===== src/design/wiper_port_consts.vh =====
`ifndef WIPER_PORT_CONSTS_VH
`define WIPER_PORT_CONSTS_VH

// Register addresses (5-bit address field)
`define ADDR_WIPER0        5'h00
`define ADDR_WIPER1        5'h01
`define ADDR_ACCESS_CTRL   5'h10

// Reset values
`define WIPER_RESET        8'h80
`define ACCESS_CTRL_RESET  8'h40

// Access control register fields
`define ACCESS_CTRL_SDO_TYPE_BIT    1
`define ACCESS_CTRL_SHUTDOWN_N_BIT  6
`define ACCESS_CTRL_WRITE_MASK      8'h42

// Instruction byte fields
`define INSTR_OP_HI        7
`define INSTR_OP_LO        5
`define INSTR_ADDR_HI      4
`define INSTR_ADDR_LO      0

// Operation codes
`define OP_NOP             3'h0
`define OP_CTRL_READ       3'h1
`define OP_CTRL_WRITE      3'h3
`define OP_REG_READ        3'h4
`define OP_REG_WRITE       3'h6

`endif


===== src/design/pin_sync.v =====
`timescale 1ns/1ns
// ==========================================================
// Two-stage synchroniser for a vector of pin inputs
module pin_sync #(
  parameter             WIDTH       = 3,
  parameter [WIDTH-1:0] RESET_VALUE = {WIDTH{1'b1}}
) (
  input  wire             CLK,
  input  wire             RST_N,
  input  wire [WIDTH-1:0] PIN,
  output reg  [WIDTH-1:0] SYNCED
);
  reg [WIDTH-1:0] stage1;

  always @(posedge CLK or negedge RST_N) begin
    if (!RST_N) begin
      stage1 <= RESET_VALUE;
      SYNCED <= RESET_VALUE;
    end else begin
      stage1 <= PIN;
      SYNCED <= stage1;
    end
  end
endmodule


===== src/design/spi_wiper_register_port.v =====
`timescale 1ns/1ns
// What this block does
// Capture SDI on SCK rise while selected
// Launch SDO bits on SCK fall
// Control bit 1 selects push-pull or open-drain
// Output type defaults to push-pull
// SDO released while chip select high
// Active while selected, standby otherwise
// Nothing accepted before first select fall
// Wiper output follows 8-bit position register
// Serial stream decoded into opcode, address, data
// Instruction byte MSB first: 3 op, 5 address
// Address 10000 control, 0 or 1 wiper
// Writes commit at chip select rising edge
// Read returns echoed instruction, then value
// Bit and byte counters cleared when deselected
`include "wiper_port_consts.vh"

module spi_wiper_register_port (
  input  wire       CLK,
  input  wire       RST_N,
  input  wire       SCK,
  input  wire       SDI,
  input  wire       CS_N,
  output wire       SDO_OUT,
  output wire       SDO_OE,
  output wire [7:0] WIPER_TAP,
  output wire       SHUTDOWN_N,
  output wire       ACTIVE
);
  // ==========================================================
  // Pin synchronisation
  wire [2:0] synced;
  wire       sck_s;
  wire       sdi_s;
  wire       cs_n_s;

  // Reset to idle pin levels: SCK low, SDI and CS_N high
  pin_sync #(.WIDTH(3), .RESET_VALUE(3'h3)) u_sync (
    .CLK         (CLK),
    .RST_N       (RST_N),
    .PIN         ({SCK, SDI, CS_N}),
    .SYNCED      (synced)
  );
  assign sck_s  = synced[2];
  assign sdi_s  = synced[1];
  assign cs_n_s = synced[0];

  reg sck_d;
  reg cs_n_d;
  wire sck_rise = sck_s & ~sck_d;
  wire sck_fall = ~sck_s & sck_d;
  wire cs_fall  = ~cs_n_s & cs_n_d;
  wire cs_rise  = cs_n_s & ~cs_n_d;

  // ==========================================================
  // Registers and framing state
  reg [7:0] wiper;
  reg [7:0] access_ctrl;
  reg       armed;
  reg       in_frame;
  reg [2:0] bit_cnt;
  reg [1:0] byte_cnt;
  reg       byte_full;
  reg [7:0] shift_in;
  reg [7:0] instr;
  reg [7:0] wr_data;
  reg       wr_pending;
  reg [7:0] shift_out;
  reg       sdo_bit;

  function [7:0] read_value;
    input [2:0] op;
    input [4:0] addr;
    input [7:0] w;
    input [7:0] a;
    begin
      if (op == `OP_CTRL_READ)
        read_value = a;
      else if (addr == `ADDR_ACCESS_CTRL)
        read_value = a;
      else if (addr == `ADDR_WIPER0 || addr == `ADDR_WIPER1)
        read_value = w;
      else
        read_value = 8'h00;
    end
  endfunction

  wire [7:0] next_shift_in = {shift_in[6:0], sdi_s};
  wire [2:0] cur_op        = instr[`INSTR_OP_HI:`INSTR_OP_LO];
  wire [4:0] cur_addr      = instr[`INSTR_ADDR_HI:`INSTR_ADDR_LO];
  wire       is_write      = (cur_op == `OP_REG_WRITE) || (cur_op == `OP_CTRL_WRITE);
  wire       is_read       = (cur_op == `OP_REG_READ) || (cur_op == `OP_CTRL_READ);

  always @(posedge CLK or negedge RST_N) begin
    if (!RST_N) begin
      sck_d       <= 1'b0;
      cs_n_d      <= 1'b1;
      wiper       <= `WIPER_RESET;
      access_ctrl <= `ACCESS_CTRL_RESET;
      armed       <= 1'b0;
      in_frame    <= 1'b0;
      bit_cnt     <= 3'h7;
      byte_cnt    <= 2'h0;
      byte_full   <= 1'b0;
      shift_in    <= 8'h00;
      instr       <= 8'h00;
      wr_data     <= 8'h00;
      wr_pending  <= 1'b0;
      shift_out   <= 8'h00;
      sdo_bit     <= 1'b1;
    end else begin
      sck_d  <= sck_s;
      cs_n_d <= cs_n_s;
      if (cs_fall) begin
        armed    <= 1'b1;
        in_frame <= 1'b1;
      end
      if (cs_n_s) begin
        bit_cnt    <= 3'h7;
        byte_cnt   <= 2'h0;
        byte_full  <= 1'b0;
        in_frame   <= 1'b0;
        sdo_bit    <= 1'b1;
        if (cs_rise && wr_pending && in_frame) begin
          wr_pending <= 1'b0;
          if (cur_op == `OP_CTRL_WRITE || cur_addr == `ADDR_ACCESS_CTRL)
            access_ctrl <= wr_data & `ACCESS_CTRL_WRITE_MASK;
          else if (cur_addr == `ADDR_WIPER0 || cur_addr == `ADDR_WIPER1)
            wiper <= wr_data;
        end else if (cs_rise) begin
          wr_pending <= 1'b0;
        end
      end else if (armed && in_frame) begin
        if (sck_rise) begin
          shift_in <= next_shift_in;
          bit_cnt  <= bit_cnt - 3'h1;
          if (bit_cnt == 3'h0) begin
            byte_full <= 1'b1;
            if (byte_cnt != 2'h3)
              byte_cnt <= byte_cnt + 2'h1;
            if (byte_cnt == 2'h0)
              instr <= next_shift_in;
            else if (byte_cnt == 2'h1 && is_write) begin
              wr_data    <= next_shift_in;
              wr_pending <= 1'b1;
            end
            if (byte_cnt == 2'h1 && is_read)
              shift_out <= instr;
            else if (byte_cnt == 2'h2 && is_read)
              shift_out <= read_value(cur_op, cur_addr, wiper, access_ctrl);
          end
        end
        if (sck_fall && byte_full && is_read && byte_cnt >= 2'h2) begin
          sdo_bit   <= shift_out[7];
          shift_out <= {shift_out[6:0], 1'b0};
        end
      end
    end
  end

  // ==========================================================
  // Output driver
  wire open_drain = access_ctrl[`ACCESS_CTRL_SDO_TYPE_BIT];
  wire selected   = ~cs_n_s & armed & in_frame;

  assign SDO_OUT    = open_drain ? 1'b0 : sdo_bit;
  assign SDO_OE     = selected & (open_drain ? ~sdo_bit : 1'b1);
  assign WIPER_TAP  = wiper;
  assign SHUTDOWN_N = access_ctrl[`ACCESS_CTRL_SHUTDOWN_N_BIT];
  assign ACTIVE     = ~cs_n_s;
endmodule


===== config.mk =====
export PLATFORM = sky130hd
export DESIGN_NAME = spi_wiper_register_port
export DESIGN_NICKNAME = d
export VERILOG_FILES = /design/src/design/pin_sync.v /design/src/design/spi_wiper_register_port.v
export VERILOG_INCLUDE_DIRS = /design/src /design/src/design
export SDC_FILE = /design/constraint.sdc
export NUM_CORES = 1
export LEC_CHECK = 0
export BUFFER_PORTS_ARGS = -buffer_cell sky130_fd_sc_hd__clkbuf_2
export CORE_MARGIN = 1.5
export CORE_UTILIZATION = 45
export CTS_BUF_LIST = sky130_fd_sc_hd__clkbuf_8
export DETAILED_ROUTE_END_ITERATION = 8
export SLEW_MARGIN = 15
export SYNTH_ARGS = -nofsm -noshare
export SYNTH_HDL_FRONTEND = slang
export SYNTH_SLANG_ARGS = --single-unit

===== constraint.sdc =====
create_clock -name CLK -period 1.8 [get_ports CLK]
set_input_delay 0.27 -clock CLK [delete_from_list [all_inputs] [get_ports CLK]]
set_output_delay 0.27 -clock CLK [all_outputs]
set_load 0.02 [all_outputs]

-- After elaboration in Yosys (flattened, before gate mapping)
Index checks and enable logic that the tools add are counted.
- bits in registers: 59
- input port bits: 5
- word-level logic and storage cells: 117
- add/sub/neg operators: 2
- order comparisons: 1
- equality and inequality tests: 11
- muxes and demuxes: 35
- bitwise gates (word level): 14
- reduce and logical (&&, ||, !) cells: 37
- operators by type and width (kind ; count):
    8-bit two-way mux ; 8
    1-bit two-way mux ; 19
    2-bit nonzero test ; 9
    6-bit AND reduction ; 2
    2-bit two-way mux ; 5
    5-bit AND reduction ; 2
    1-bit logical AND ; 9
    3-bit two-way mux ; 3
    3-bit AND reduction ; 3
    4-bit AND reduction ; 2
    1-bit bitwise AND ; 7
    1-bit NOT ; 7
    3-bit equality test (second input constant) ; 2
    5-bit by 1-bit equality test with 1-bit output (second input constant) ; 1
    5-bit equality test (second input constant) ; 1
    5-bit zero test ; 1
    1-bit logical OR ; 4
    2-bit AND reduction ; 2
    3-bit by 1-bit equality test with 1-bit output (second input constant) ; 1
    3-bit by 2-bit equality test with 1-bit output (second input constant) ; 1
    3-bit zero test ; 1
    3-bit != test (second input constant) ; 1
    3-bit nonzero test ; 1
    3-bit by 1-bit subtractor with 3-bit output (second input constant) ; 1
    7 further kinds ; 7

-- Longest topological paths before layout
- depth in word-level cells: 10
- gate-level depth with buffers: 8
- gate-level depth less buffers: 7

-- Cells and area by module
A second synthesis with hierarchy kept.
- cells, all modules: 212
- area, all modules: 2628.8 µm²
- by module, submodules not included (module ; times used ; cells an instance ; area an instance (µm²) ; seq. area each (µm²)):
    spi_wiper_register_port ; 1 ; 206 ; 2473.6 ; 1335.0
    pin_sync ; 1 ; 6 ; 155.1 ; 155.1

-- Worst setup path after synthesis
Ideal clock, no wire load.
- path type: register to register
- start: register byte_cnt[1]
- end: register wr_data[0]
- arrival time: 1761 ps
- data required time: 1675 ps
- path slack: -86 ps
- cell stages (with the launch flop): 8
- buffers on the path: 2
- cells stage by stage: dfrtp_1 inv_1 ha_1 clkbuf_1 nand3_1 or4_1 buf_2 mux2_2
- word-level cells in the longest chain between the ends: 3
- RTL lines (what ; RTL line ; text):
    start: declaration ; spi_wiper_register_port.v:63 ; reg [1:0] byte_cnt;
    start signal: assignment ; spi_wiper_register_port.v:141 ; byte_cnt <= byte_cnt + 2'h1;
    2-bit by 1-bit equality test with 1-bit output or 2-bit zero test (tied branches) ; spi_wiper_register_port.v:144, spi_wiper_register_port.v:142 ;
    1-bit logical AND or 1-bit NOT (tied branches) ; n/a ;
    6-bit AND reduction (no line) (*) ; n/a ;
    end signal: assignment ; spi_wiper_register_port.v:145 ; wr_data <= next_shift_in;
    end: declaration ; spi_wiper_register_port.v:67 ; reg [7:0] wr_data;
Mark *: on every way between the ends. The rest lies on a longest branch, timed or not.
A chain may end at the register's enable or synchronous reset.

-- Worst setup path in the final report
- start: register byte_cnt[0]
- end: register wr_data[6]
The elaborated chain is that of the path after synthesis.

==> flow_summary.toml <==
[drt]
wirelength_mm = 5.49
drtPass1Iterations = 4
num_vias = 1801
wire_per_inst_um = 15.6
drc_errors = 0
antenna_left = 0
drtIter0Drc = 76
via_per_inst = 5.12

[worst_setup_path]
rr_startpoint = "byte_cnt[0]"
rr_worst_depth = 5
r2r-end = "wr_data[6]"
crit_path_end_kind = "flop"
r2r_setup_slack_ns = 0.02
critPathLaunchType = "flop"
required_ns = 2.02
endpoint = "wr_data[6]"
crit_type = "flop to flop"
cp_data_arrival_time_ns = 2.00
crit_start = "byte_cnt[0]"
cp_max_fo = 5

[floorplan]
die_w_um = 79.1
coreArea_um2 = 5540
initial_core_util = 0.471
die_y_um = 79.1
fp-row-count = 27
die_area_um2 = 6260
ios = 17

[grt]
grt_pass1_wl_mm = 9.24
grt_start_max_net_pins = 43
grt_overflow = 0
antenna_found_initial = 0
grt_usage = 0.197
grt_pass1_vias = 1840

[yosys]
synthFlopType = "dfrtp_1"
ys_warn_count = 0
ys_top_cells_by_count = "dfrtp_1, mux2_2, a21oi_1, nand2_1, nor2_1"
yosys.area.top_type = "dfrtp_1"
synth_edf_count = 0
synth_area_leaders = "dfrtp_1, mux2_2, dfstp_2"
synthArstFlopShare = 1.00
synth_cells = 213
synth_most_common_cell = "dfrtp_1"
synth_nets = 224
synth_area_um2 = 2610
postSynthAreaPerCell_um2 = 12.2
synth_top_area_share = 0.460
post_synth_num_cell_types = 44
synth-seq-cells = 59
yosysSeqAreaShare = 0.571

[cts]
clockBufferDepth = 2
clk_latency_ns = 0.34
clk_pin_slew_ns = 0.07
cts_tree = "yes"
cts-htree-levels = 3
cts_buffers = 9
cts.sinks = 59
root_buffer = "clkbuf_8"

[power]
p_leak_nw = 1.60
power_density_nw_per_um2 = 823
vdd_ir_drop_max_mv = 0.606

[place]
gp_congestion = 0.826
place_ws_ns = -0.0590
dp_hpwl_mm = 3.66
portBuffers = 16
place_area_um2 = 3000

[timing]
max_freq_mhz = 562
hold_viol_final = 0
fin_ws_ns = 0.0211
rsz0062_at_grt = "yes"
fin_crit_ns = 1.78
fin_worst_skew_ns = 0.00679
max_slew.worst_pin.slew_ns = 0.478
setup_violations = 0
max_slew_margin = 0.682
slew_viol_final = 0
period_share = 0.988

[finish]
nets = 286
syn2layout_area_growth_pct = 30.8
antenna_cells = 0
final_layout_size_suffix_gt1_frac = 0.500
design_area_um2 = 3410
postLayoutCoreUtil = 0.616

[flow_run]
max_cap_viol_count = 0

[hold_path]
min_path_type = "input pin to flop"

[status]
status = "complete, no violations"
-- cell families (layout without fill, tap and decap cells) --
kind of cell             after synthesis  after routing  synth area share
XOR/XNOR                               3              3            0.0130
flip-flops                            59             59             0.571
AO/OA/AOI/OAI                         42             42             0.108
buffers and inverters                 17             84            0.0297
adder cells (fa/ha/maj)                6              6            0.0288
AND/OR/NAND/NOR                       53             53             0.107
multiplexers                          33             33             0.142
-- layer usage --
metal  up-vias  share of wire  track usage
li1        885              -            -
met1       875           0.50        0.286
met2        31           0.44        0.277
met3        10          0.046       0.0575
met4         0          0.017       0.0737
met5         -              0            0
-- registers in the layout, summed over array words and instances, names as in the netlist, 2 cells and up --
signal and flops:
WIPER_TAP 8, byte_cnt 2, access_ctrl 2, u_sync.SYNCED 3, u_sync.stage1 3, shift_in 7
shift_out 8, wr_data 8, instr 8, bit_cnt 3
-- power by group --
| group | total (mW) | internal [mW] | switching (mW) |
|---|---|---|---|
| Clock | 1.31 | 0.773 | 0.536 |
| Sequential | 1.40 | 1.37 | 0.0304 |
| Combinational | 0.102 | 0.0457 | 0.0559 |
-- cells in the final DEF (no fill, tap or decap), drive strengths merged, types with 4 or more instances in the layout --
cell | Yosys | layout
dfrtp | 48 | 48
buf | 4 | 38
mux2 | 33 | 33
clkbuf | 2 | 25
nand2 | 15 | 15
a21oi | 14 | 14
nor2 | 13 | 13
dfstp | 11 | 11
inv | 11 | 11
o21ai | 7 | 7
ha | 6 | 6
nor2b | 4 | 4
and3 | 4 | 4
o31ai | 4 | 4
-- worst max-delay path, cell delays in order, from the launching register on --
cell     delay, ns
dfrtp_1       0.44
inv_2         0.06
ha_2          0.19
or4_4         0.56
buf_6         0.16
mux2_2        0.26
-- final cells by class --
class,instances,area [µm²]
Timing Repair Buffer,57,432
Sequential cell,59,1490
Clock inverter,7,92.6
Inverter,11,41.3
Fill cell,441,2130
Multi-Input combinational cell,137,1140
Tap cell,72,90.1
Clock buffer,9,124
-- worst min path at each step --
stage	cells past startpoint	start	slack (ns)	end
detailed placement	1	RST_N	0.26	shift_out[6]
global placement	1	RST_N	0.25	shift_out[7]
floorplan	0	RST_N	-0.03	WIPER_TAP[0]
finish	1	SCK	0.03	u_sync.stage1[2]
global route	1	SCK	0.01	u_sync.stage1[2]
CTS	1	SCK	0.01	u_sync.stage1[2]
-- stage by stage --
| stage | TNS [ns] | hold WS (ns) | power [mW] | instances |
|---|---|---|---|---|
| after floorplan | -0.154 | -0.0256 | 1.45 | 213 |
| final | 0 | 0.0311 | 2.81 | 352 |
| after CTS | 0 | 0.0141 | 2.84 | 348 |
| after global routing | -0.270 | 0.0123 | 2.92 | 352 |
| after global placement | -0.195 | 0.251 | 1.51 | 326 |
| after detailed placement | -0.445 | 0.259 | 1.51 | 326 |
-- timing repair --
item	CTS	global route
hold endpoints to repair	18	0
setup buffers	2	4
setup endpoints to repair	16	18
gates resized for setup	11	19
pin swaps	1	8
gates cloned	1	0
hold buffers	3	0
(Power assumes the default switching activity.)
